`src/shared/pec_consts.vh`:
```
`ifndef PEC_CONSTS_VH
`define PEC_CONSTS_VH
`define PEC_ADDR_W 8
`define PEC_ADDR_CTRL 8'h11
`define PEC_ADDR_CTR0 8'h12
`define PEC_ADDR_CTR1 8'h13
`define PEC_REG_W 64
`define PEC_CTR_W 48
`define PEC_SEL_W 6
`define PEC_NUM_EVT 128
`define PEC_CTR1_OFS 16
`define PEC_SEL_LO_POS 0
`define PEC_KERN_EN_POS 6
`define PEC_USER_EN_POS 7
`define PEC_TYPE_POS 8
`define PEC_PIN_SEL_POS 9
`define PEC_SEL_HI_POS 10
`define PEC_FIELD_W 11
`define PEC_CTRL_RESET 11'h000
`define PEC_USER_CPL 2'h3
`define PEC_DUR_18 7'h18
`define PEC_DUR_19 7'h19
`define PEC_DUR_1A 7'h1A
`define PEC_DUR_1B 7'h1B
`define PEC_DUR_1F 7'h1F
`define PEC_DUR_38 7'h38
`define PEC_DUR_3B 7'h3B
`define PEC_DUR_3C_BASE 5'h0F
`endif

```
`src/design/pec_counter_ctrl.v`:
```
`timescale 1ns/1ps
`include "pec_consts.vh"
module pec_counter_ctrl
(
   input wire i_sys_clk,
   input wire i_sys_rst,
   input wire i_msr_wr,
   input wire i_msr_rd,
   input wire [7:0] i_msr_addr,
   input wire [63:0] i_msr_wdata,
   input wire [1:0] i_cpl,
   input wire [127:0] i_ctr0_events,
   input wire [127:0] i_ctr1_events,
   output reg [63:0] o_msr_rdata,
   output reg o_msr_ack,
   output reg o_msr_err,
   output reg o_ctr0_indicator,
   output reg o_ctr1_indicator
);

   // Codes classed as durations; the class feeds only the pin path, and every code counts clocks while held
   // Every code is listed so a new event class needs only its own line changed
   function is_duration;
      input [6:0] code;
      begin
         case (code)
            // Occurrence codes shared by both counters
            7'h00: is_duration = 1'b0;
            7'h01: is_duration = 1'b0;
            7'h02: is_duration = 1'b0;
            7'h03: is_duration = 1'b0;
            7'h04: is_duration = 1'b0;
            7'h05: is_duration = 1'b0;
            7'h06: is_duration = 1'b0;
            7'h07: is_duration = 1'b0;
            7'h08: is_duration = 1'b0;
            7'h09: is_duration = 1'b0;
            7'h0A: is_duration = 1'b0;
            7'h0B: is_duration = 1'b0;
            7'h0C: is_duration = 1'b0;
            7'h0D: is_duration = 1'b0;
            7'h0E: is_duration = 1'b0;
            7'h0F: is_duration = 1'b0;
            7'h10: is_duration = 1'b0;
            7'h11: is_duration = 1'b0;
            7'h12: is_duration = 1'b0;
            7'h13: is_duration = 1'b0;
            7'h14: is_duration = 1'b0;
            7'h15: is_duration = 1'b0;
            7'h16: is_duration = 1'b0;
            7'h17: is_duration = 1'b0;

            // Bus and stall durations mixed with bus-cycle occurrences
            `PEC_DUR_18: is_duration = 1'b1;
            `PEC_DUR_19: is_duration = 1'b1;
            `PEC_DUR_1A: is_duration = 1'b1;
            `PEC_DUR_1B: is_duration = 1'b1;
            7'h1C: is_duration = 1'b0;
            7'h1D: is_duration = 1'b0;
            7'h1E: is_duration = 1'b0;
            `PEC_DUR_1F: is_duration = 1'b1;

            // Codes whose meaning may differ per counter keep one class here
            7'h20: is_duration = 1'b0;
            7'h21: is_duration = 1'b0;
            7'h22: is_duration = 1'b0;
            7'h23: is_duration = 1'b0;
            7'h24: is_duration = 1'b0;
            7'h25: is_duration = 1'b0;
            7'h26: is_duration = 1'b0;
            7'h27: is_duration = 1'b0;
            7'h28: is_duration = 1'b0;
            7'h29: is_duration = 1'b0;
            7'h2A: is_duration = 1'b0;
            7'h2B: is_duration = 1'b0;
            7'h2C: is_duration = 1'b0;
            7'h2D: is_duration = 1'b0;
            7'h2E: is_duration = 1'b0;
            7'h2F: is_duration = 1'b0;
            7'h30: is_duration = 1'b0;
            7'h31: is_duration = 1'b0;
            7'h32: is_duration = 1'b0;
            7'h33: is_duration = 1'b0;
            7'h34: is_duration = 1'b0;
            7'h35: is_duration = 1'b0;
            7'h36: is_duration = 1'b0;
            7'h37: is_duration = 1'b0;
            `PEC_DUR_38: is_duration = 1'b1;
            7'h39: is_duration = 1'b0;
            7'h3A: is_duration = 1'b0;
            `PEC_DUR_3B: is_duration = 1'b1;
            7'h3C: is_duration = 1'b1;
            7'h3D: is_duration = 1'b1;
            7'h3E: is_duration = 1'b1;
            7'h3F: is_duration = 1'b1;

            // Translation-buffer and decode occurrences
            7'h40: is_duration = 1'b0;
            7'h41: is_duration = 1'b0;
            7'h42: is_duration = 1'b0;
            7'h43: is_duration = 1'b0;
            7'h44: is_duration = 1'b0;
            7'h45: is_duration = 1'b0;
            7'h46: is_duration = 1'b0;
            7'h47: is_duration = 1'b0;
            7'h48: is_duration = 1'b0;

            // Unassigned upper codes count as occurrences
            7'h49: is_duration = 1'b0;
            7'h4A: is_duration = 1'b0;
            7'h4B: is_duration = 1'b0;
            7'h4C: is_duration = 1'b0;
            7'h4D: is_duration = 1'b0;
            7'h4E: is_duration = 1'b0;
            7'h4F: is_duration = 1'b0;
            7'h50: is_duration = 1'b0;
            7'h51: is_duration = 1'b0;
            7'h52: is_duration = 1'b0;
            7'h53: is_duration = 1'b0;
            7'h54: is_duration = 1'b0;
            7'h55: is_duration = 1'b0;
            7'h56: is_duration = 1'b0;
            7'h57: is_duration = 1'b0;
            7'h58: is_duration = 1'b0;
            7'h59: is_duration = 1'b0;
            7'h5A: is_duration = 1'b0;
            7'h5B: is_duration = 1'b0;
            7'h5C: is_duration = 1'b0;
            7'h5D: is_duration = 1'b0;
            7'h5E: is_duration = 1'b0;
            7'h5F: is_duration = 1'b0;
            7'h60: is_duration = 1'b0;
            7'h61: is_duration = 1'b0;
            7'h62: is_duration = 1'b0;
            7'h63: is_duration = 1'b0;
            7'h64: is_duration = 1'b0;
            7'h65: is_duration = 1'b0;
            7'h66: is_duration = 1'b0;
            7'h67: is_duration = 1'b0;
            7'h68: is_duration = 1'b0;
            7'h69: is_duration = 1'b0;
            7'h6A: is_duration = 1'b0;
            7'h6B: is_duration = 1'b0;
            7'h6C: is_duration = 1'b0;
            7'h6D: is_duration = 1'b0;
            7'h6E: is_duration = 1'b0;
            7'h6F: is_duration = 1'b0;
            7'h70: is_duration = 1'b0;
            7'h71: is_duration = 1'b0;
            7'h72: is_duration = 1'b0;
            7'h73: is_duration = 1'b0;
            7'h74: is_duration = 1'b0;
            7'h75: is_duration = 1'b0;
            7'h76: is_duration = 1'b0;
            7'h77: is_duration = 1'b0;
            7'h78: is_duration = 1'b0;
            7'h79: is_duration = 1'b0;
            7'h7A: is_duration = 1'b0;
            7'h7B: is_duration = 1'b0;
            7'h7C: is_duration = 1'b0;
            7'h7D: is_duration = 1'b0;
            7'h7E: is_duration = 1'b0;
            7'h7F: is_duration = 1'b0;
            default: is_duration = 1'b0;
         endcase
      end
   endfunction

   // Per-counter control fields, stored in register order
   reg [10:0] ctrl_f0;
   reg [10:0] ctrl_f1;
   reg [47:0] ctr0;
   reg [47:0] ctr1;
   wire [47:0] ctr_q [0:1];
   wire [10:0] field [0:1];
   wire [63:0] ctrl_word;

   assign field[0] = ctrl_f0;
   assign field[1] = ctrl_f1;
   assign ctr_q[0] = ctr0;
   assign ctr_q[1] = ctr1;
   // Bits 11..15 and 27..63 are reserved and read as zero
   assign ctrl_word[10:0] = ctrl_f0;
   assign ctrl_word[15:11] = 5'h00;
   assign ctrl_word[25:16] = ctrl_f1[9:0];
   assign ctrl_word[26] = ctrl_f1[10];
   assign ctrl_word[63:27] = 37'h0_0000_0000;

   wire ctrl_wr = i_msr_wr && (i_msr_addr == `PEC_ADDR_CTRL);
   wire [1:0] ctr_wr;
   assign ctr_wr[0] = i_msr_wr && (i_msr_addr == `PEC_ADDR_CTR0);
   assign ctr_wr[1] = i_msr_wr && (i_msr_addr == `PEC_ADDR_CTR1);

   always @(posedge i_sys_clk)
   begin
      if (i_sys_rst)
      begin
         ctrl_f0 <= `PEC_CTRL_RESET;
         ctrl_f1 <= `PEC_CTRL_RESET;
      end
      else if (ctrl_wr)
      begin
         ctrl_f0 <= {i_msr_wdata[`PEC_SEL_HI_POS], i_msr_wdata[9:0]};
         ctrl_f1 <= {i_msr_wdata[`PEC_SEL_HI_POS + `PEC_CTR1_OFS],
            i_msr_wdata[25:16]};
      end
   end

   wire [1:0] next_inc;
   wire [1:0] next_wrap;
   wire [1:0] next_pin;
   wire [47:0] next_ctr [0:1];

   genvar g;
   generate
      for (g = 0; g < 2; g = g + 1)
      begin : g_ctr
         wire [6:0] code = {field[g][`PEC_SEL_HI_POS], field[g][5:0]};
         wire kern_en = field[g][`PEC_KERN_EN_POS];
         wire user_en = field[g][`PEC_USER_EN_POS];
         wire clk_mode = field[g][`PEC_TYPE_POS];
         wire pin_ovf = field[g][`PEC_PIN_SEL_POS];
         wire [127:0] evs = (g == 0) ? i_ctr0_events : i_ctr1_events;
         wire evt = evs[code];
         // Privilege gate: neither bit holds, both bits ignore level
         wire priv_ok = (i_cpl == `PEC_USER_CPL) ? user_en : kern_en;
         // Clock mode turns the counter into a timer on the core clock
         assign next_inc[g] = priv_ok && (clk_mode ? 1'b1 : evt);
         assign next_wrap[g] = next_inc[g] && (&ctr_q[g]);
         assign next_ctr[g] = ctr_q[g] + 48'h0000_0000_0001;
         // With the pin select clear, duration and occurrence events alike hold the pin high on every cycle they are counted
         wire dur_gate = is_duration(code) && !clk_mode;
         wire occ_pin = next_inc[g];
         assign next_pin[g] = pin_ovf ? next_wrap[g] :
            (dur_gate ? (evt && priv_ok) : occ_pin);
      end
   endgenerate

   always @(posedge i_sys_clk)
   begin
      if (i_sys_rst)
      begin
         ctr0 <= 48'h0000_0000_0000;
         ctr1 <= 48'h0000_0000_0000;
         o_ctr0_indicator <= 1'b0;
         o_ctr1_indicator <= 1'b0;
      end
      else
      begin
         // A software write wins over an increment in the same cycle
         if (ctr_wr[0])
            ctr0 <= i_msr_wdata[47:0];
         else if (next_inc[0])
            ctr0 <= next_ctr[0];
         if (ctr_wr[1])
            ctr1 <= i_msr_wdata[47:0];
         else if (next_inc[1])
            ctr1 <= next_ctr[1];
         o_ctr0_indicator <= next_pin[0];
         o_ctr1_indicator <= next_pin[1];
      end
   end

   // Read selection is shared by reads and writes so an unmapped write errors too
   reg [63:0] rd_mux;
   reg rd_hit;
   always @*
   begin
      rd_mux = 64'h0000_0000_0000_0000;
      rd_hit = 1'b1;
      case (i_msr_addr)
         `PEC_ADDR_CTRL:
            rd_mux = ctrl_word;
         `PEC_ADDR_CTR0:
            rd_mux = {16'h0000, ctr0};
         `PEC_ADDR_CTR1:
            rd_mux = {16'h0000, ctr1};
         default:
            rd_hit = 1'b0;
      endcase
   end

   // Register access answers one cycle after the request
   always @(posedge i_sys_clk)
   begin
      if (i_sys_rst)
      begin
         o_msr_rdata <= 64'h0000_0000_0000_0000;
         o_msr_ack <= 1'b0;
         o_msr_err <= 1'b0;
      end
      else
      begin
         o_msr_ack <= i_msr_rd || i_msr_wr;
         o_msr_err <= (i_msr_rd || i_msr_wr) && !rd_hit;
         // Writes and idle cycles return zero so the data bus never leaks state
         if (i_msr_rd)
            o_msr_rdata <= rd_mux;
         else
            o_msr_rdata <= 64'h0000_0000_0000_0000;
      end
   end
endmodule // pec_counter_ctrl

```
`config.mk`:
```
export PLATFORM = sky130hd
export DESIGN_NAME = pec_counter_ctrl
export DESIGN_NICKNAME = d
export VERILOG_FILES = /design/src/design/pec_counter_ctrl.v
export VERILOG_INCLUDE_DIRS = /design/src /design/src/shared
export SDC_FILE = /design/constraint.sdc
export NUM_CORES = 1
export LEC_CHECK = 0
export ABC_AREA = 1
export BUFFER_PORTS_ARGS = -buffer_cell sky130_fd_sc_hd__buf_2
export CAP_MARGIN = 10
export CORE_ASPECT_RATIO = 0.8
export CORE_MARGIN = 1.5
export CORE_UTILIZATION = 45
export CTS_CLUSTER_DIAMETER = 100
export DETAILED_ROUTE_END_ITERATION = 12
export HOLD_SLACK_MARGIN = 0.1
export PLACE_DENSITY = 0.75
export SLEW_MARGIN = 20
export SYNTH_ARGS = -nofsm -noshare
export SYNTH_HDL_FRONTEND = slang
export SYNTH_SLANG_ARGS = --single-unit
```
`constraint.sdc`:
```
create_clock -name i_sys_clk -period 3.2 [get_ports i_sys_clk]
set_input_delay 0.16 -clock i_sys_clk [delete_from_list [all_inputs] [get_ports i_sys_clk]]
set_output_delay 0.16 -clock i_sys_clk [all_outputs]
set_load 0.01 [all_outputs]
```
Word-level counts from Yosys, hierarchy flattened:

Memory sizes are Yosys's and may differ from the RTL's. A register that Yosys moved wholly into a read port is not among the register bits.
Index checks and enable logic that the tools add are counted.

* flip-flop bits (word level): 186
* ROM bits: 256
* bits of input ports: 334
* output and inout bits: 68
* word-level logic and storage cells: 64
* memories: 2

Memories
* (no name shown): depth 128, bits a word 1, read ports 1, clocked after Yosys merged registers in 1, wr ports 0, line pec_counter_ctrl.v:26 `case (code)`
* (no name shown): depth 128, bits a word 1, read ports 1, clocked after Yosys merged registers in 1, wr ports 0, line pec_counter_ctrl.v:26

* $add $sub $neg: 2
* magnitude comparators: 2
* equality and inequality tests: 4
* muxes and demuxes: 22
* bitwise logic cells: 1
* reductions and logical operators: 22

Operators by type and width (count)
* $mux 48: 4
* $pmux 48 s3: 1
* $add 48x1->48 const B: 2
* $reduce_and 48->1: 2
* $mux 7: 4
* $eq 8x5->1 const B: 3
* $lt 7x8->1 const B: 2
* $bmux 1 s7: 2
* $logic_and 1x1->1: 12
* $mux 1: 11
* $reduce_bool 2->1: 2
* $logic_not 1->1: 3
* $reduce_or 3->1: 1
* $eq 2x2->1 const B: 1
* $reduce_or 2->1: 1
* $logic_or 1x1->1: 1
* $not 1->1: 1

Logic depth before layout (Yosys ltp):

* depth in word-level cells: 6
* mapped depth: 19

Least setup slack after synthesis:

Ideal clock, no wire load.

* path type: register to register
* from: register ctr0[0]
* to: register o_ctr0_indicator
* setup time: 80 ps
* data arrival time: 1953 ps
* required time: 3120 ps
* slack: 1167 ps
* cell stages (with the launch flop): 13
* period minus slack after synthesis: 2033 ps
* cell sequence: dfxtp_1 > ha_1 > nand2_1 > nor2_4 > nand2_1 > nor3_2 > nand2_1 > nor2_1 > nand3_1 > nor2_2 > nand2_1 > o31ai_1 > nor3b_1

* cells in the longest elaborated chain, start to end: 3

Ends and longest elaborated chain
* start: declaration: line pec_counter_ctrl.v:172 `reg [47:0] ctr0;`
* start signal: assignment: line pec_counter_ctrl.v:252 `ctr0 <= i_msr_wdata[47:0];`
* start signal: assignment: line pec_counter_ctrl.v:254 `ctr0 <= next_ctr[0];`
* $reduce_and 48->1: line pec_counter_ctrl.v:229 `assign next_wrap[g] = next_inc[g] && (&ctr_q[g]);`
* $logic_and 1x1->1: line pec_counter_ctrl.v:229
* $mux 1: line pec_counter_ctrl.v:234 `assign next_pin[g] = pin_ovf ? next_wrap[g] :`
* end signal: assignment: line pec_counter_ctrl.v:259 `o_ctr0_indicator <= next_pin[0];`
* end: declaration: line pec_counter_ctrl.v:17 `output reg o_ctr0_indicator,`

No other way between the ends.
A chain may end at the register's enable or synchronous reset.

Worst setup path in the final report:

* from: register ctrl_f0[0]
* to: register ctr0[43]

* cells in the longest elaborated chain, start to end: 5

Ends and longest elaborated chain
* start: declaration: line pec_counter_ctrl.v:170 `reg [10:0] ctrl_f0;`
* start signal: assignment: line pec_counter_ctrl.v:198 `` ctrl_f0 <= `PEC_CTRL_RESET; ``
* start signal: assignment: line pec_counter_ctrl.v:203 `` ctrl_f0 <= {i_msr_wdata[`PEC_SEL_HI_POS], i_msr_wdata[9:0]}; ``
* $bmux 1 s7: line pec_counter_ctrl.v:224 `wire evt = evs[code];`
* $mux 1 (implied by the code): line pec_counter_ctrl.v:224
* $mux 1: line pec_counter_ctrl.v:228 `assign next_inc[g] = priv_ok && (clk_mode ? 1'b1 : evt);`
* $logic_and 1x1->1: line pec_counter_ctrl.v:228
* $reduce_bool 2->1 (no line)

No other way between the ends. The select of a mux whose other input is x is not followed.

==> out/results.tsv <==
stage	metric	value	unit
power	leak pwr	6.42	nW
clock_network	CTS buffer count	17	
worst_setup_path	crit path max-delay cell type	buf_4	
place	gp weighted congestion	0.985	
drt	final WL	55.5	mm
die	Die Area	0.0296	mm²
logic_synthesis	EDFF count, synth	0	
die	die height	154	µm
timing	final setup fails	0	
place	Placed Area	0.0147	mm²
logic_synthesis	Post-Syn Area	0.0129	mm²
place	Setup WS pre-CTS	0.427	ns
logic_synthesis	Synth top area share	26.5	%
global_route	grt ovf	0	
final_layout	Final Cell Area	0.0154	mm²
worst_setup_path	worst path arrival time	3.24	ns
final_layout	share of layout cells above drive strength 1	18.4	%
global_route	Total GRT Usage	36.7	%
power	VDD IR-drop max	0.000372	V
die	row cnt	55	
power	Total Power	4.82	mW
clock_network	Worst-Skew Late Latency	0.44	ns
timing	Worst Hold Slack	0.119	ns
worst_setup_path	critical-path cell list	buf_4 > nand2_1 > nand3_1 > nand3_1 > nand2_1 > nand2_1 > nand3_1 > nand3_1 > nand2_1 > nand2_1 > nand3_1 > nand2_2 > nand2_2 > buf_12 > nand2_1 > a21oi_1	
worst_setup_path	CP Launch Type	register	
worst_setup_path	critical path depth	16	
clock_network	CTS root buffer	clkbuf_16	
worst_setup_path	kind of critical path	reg -> reg	
min_path	worst min-delay path class	in -> reg	
clock_network	CTS tree	done	
logic_synthesis	ys flop type	dfxtp_1	
logic_synthesis	cell taking the most area after synthesis	dfxtp_1	
final_layout	Util after Layout	54.7	%
drt	DRT iter0 DRCs	2286	
power	P_sw	1.22	mW
clock_network	Clk pin slew, worst setup/hold paths	0.08	ns
logic_synthesis	top cells by area, synth	dfxtp_1 (26%), nand2_1 (22%), nand3_1 (14%)	
drt	DRC viols	0	
global_route	first-pass GRT wire length	83.1	mm
power	internal power	3.60	mW
drt	WL per Instance	19.2	µm
worst_setup_path	CP most frequent cell	nand2_1	
worst_setup_path	slowest stage delay, CP	0.48	ns
timing	Clock Skew	0.0132	ns
timing	Slew @ Worst Pin	1.09	ns
final_layout	Area Overhead vs Synth	20.1	%
logic_synthesis	Synth cell types	37	
clock_network	CTS sink count	170	
timing	total negative slack	0	ns
worst_setup_path	worst path required time	3.56	ns
final_layout	final net count	2839	
final_layout	post-route insts no fill	2888	
final_layout	commonest non-fill, non-tap cell in the layout	nand2_1	
min_path	Worst Hold Depth	3	
run_status	status	finished, final reports clean	
power	clock power share	46.5	%
final_layout	fill count	2918	
worst_setup_path	Buf+Inv Stages, Crit Path	2	
die	I/O Pins	402	
global_route	pin count of the biggest net entering global routing	65	
global_route	initial antenna violation count	2	
timing	final hold vios	0	
logic_synthesis	Seq/Total Area, Yosys	26.5	%
worst_setup_path	CP Capture Type	register	
drt	vias per cell	5.66	
logic_synthesis	ys async rst share	0	%
timing	Period minus WS final	2.87	ns
die	core area	0.0282	mm²
power	share of power burned in registers	43.9	%
timing	Setup WS post-layout	0.326	ns
timing	fmax	348	MHz
clock_network	clk buf depth	2	
power	cell area power density	312	mW/mm²
die	initial core utilization	45.6	%
logic_synthesis	syn avg cell area	5.83	µm²
logic_synthesis	post-synthesis cell count	2205	
worst_setup_path	Max FO, Critical Path	64	
flow_run	MaxCap Viol Count	0	
place	IO buf count	369	
die	Die Wd	192	µm
final_layout	most frequent cells in the layout	nand2_1 (769), buf_2 (369), nand3_1 (354), dfxtp_1 (168), inv_1 (150)	
logic_synthesis	YS warnings	0	
clock_network	Post-CTS Setup Inserts	0	
power	Logic pwr share	9.6	%
timing	post-route clock period utilization	89.8	%
timing	Slew HR	27.1	%
timing	max-slew violation count	0	
logic_synthesis	#FFs+latches synth	170	
worst_setup_path	crit-path leading delay family	simple AND/OR/NAND/NOR gates	
drt	iteration count of the initial detailed-routing pass	6	
drt	Final ANT Viol Nets	0	
drt	vias	16360	
power	switch share	25.3	%
timing	unrepaired setup endpoints after global routing	no	
global_route	vias in the first global route	14674	
place	DP HPWL	42.8	mm
clock_network	H-tree depth	4	
worst_setup_path	path depth of the worst reg2reg path	16	
place	placed cells	2842	
## synth_stat cells (all sizes together), types with 7 or more instances
master  instances
xor2           47
a21oi         140
o22ai          10
o21ai         126
clkbuf         55
nor4           23
dfxtp         170
nor3           48
nand2         775
xnor2          31
nand3         355
nand4          15
buf            95
inv           160
o221ai          7
nor2          125
## worst min-delay path: stages
cell and delay, ns:
buf_2 0.08, inv_1 0.13, a21oi_1 0.15
## power by group through the flow
| stage | sequential [mW] | combinational, mW | clock, mW |
|---|---|---|---|
| after CTS | 2.12 | 0.449 | 2.26 |
| after detailed placement | 2.17 | 0.435 | 0 |
| after floorplan | 2.17 | 0.163 | 0 |
| final | 2.12 | 0.462 | 2.24 |
| after global routing | 2.12 | 0.498 | 2.34 |
| after global placement | 2.17 | 0.431 | 0 |
## final timing paths
check	from	end	slack (ns)
max	ctrl_f0[0]	ctr0[43]	0.33
min	i_msr_wdata[21]	ctrl_f1[5]	0.12
max reg2reg	ctrl_f0[0]	ctr0[43]	0.33
min reg2reg	ctr0[19]	ctr0[19]	0.48
## per-layer routing
layer  routed length, µm  share of wire, %  vias up  GRT usage, %
met1               24600                44     7584          54.4
met3                6340                11       84          7.69
met5                   0                 0        -             0
met4                1390               2.5        0          9.78
met2               23200                42      949          53.4
li1                    -                 -     7743             -
## flip-flops by register name, indices dropped and copies added (netlist names)
name and count:
o_msr_err 1, ctr1 48, ctr0 48, o_msr_rdata 48, o_ctr0_indicator 1, ctrl_f1 11, ctrl_f0 11, o_ctr1_indicator 1
o_msr_ack 1
## kinds of logic after synthesis
kind of cell	Yosys count	share of synthesized area (%)
xor gates and xnor gates	78	5.31
DFF	170	26.5
other	1	0.0292
and+or+nand+nor	1350	45.1
adders and majority gates	2	0.195
AOI/OAI and AO/OA	290	11.7
buffers and inverters	314	11.2
## timing repair
action                    4_1_cts  5_1_grt
hold endpoints to repair       13        0
resized for setup               0        0
hold buffers                   12        0
## layout make-up
| class | count | area (µm²) | share of cell area [%] |
|---|---|---|---|
| Tap cell | 370 | 463 | 3.00 |
| Clock buffer | 20 | 457 | 2.96 |
| Clock inverter | 12 | 163 | 1.05 |
| Timing Repair Buffer | 414 | 2260 | 14.7 |
| Sequential cell | 170 | 3410 | 22.1 |
| Inverter | 164 | 616 | 3.99 |
| Multi-Input combinational cell | 1736 | 8070 | 52.3 |
| Antenna cell | 2 | 5.00 | 0.0324 |
Power figures use the tool's default switching activity.
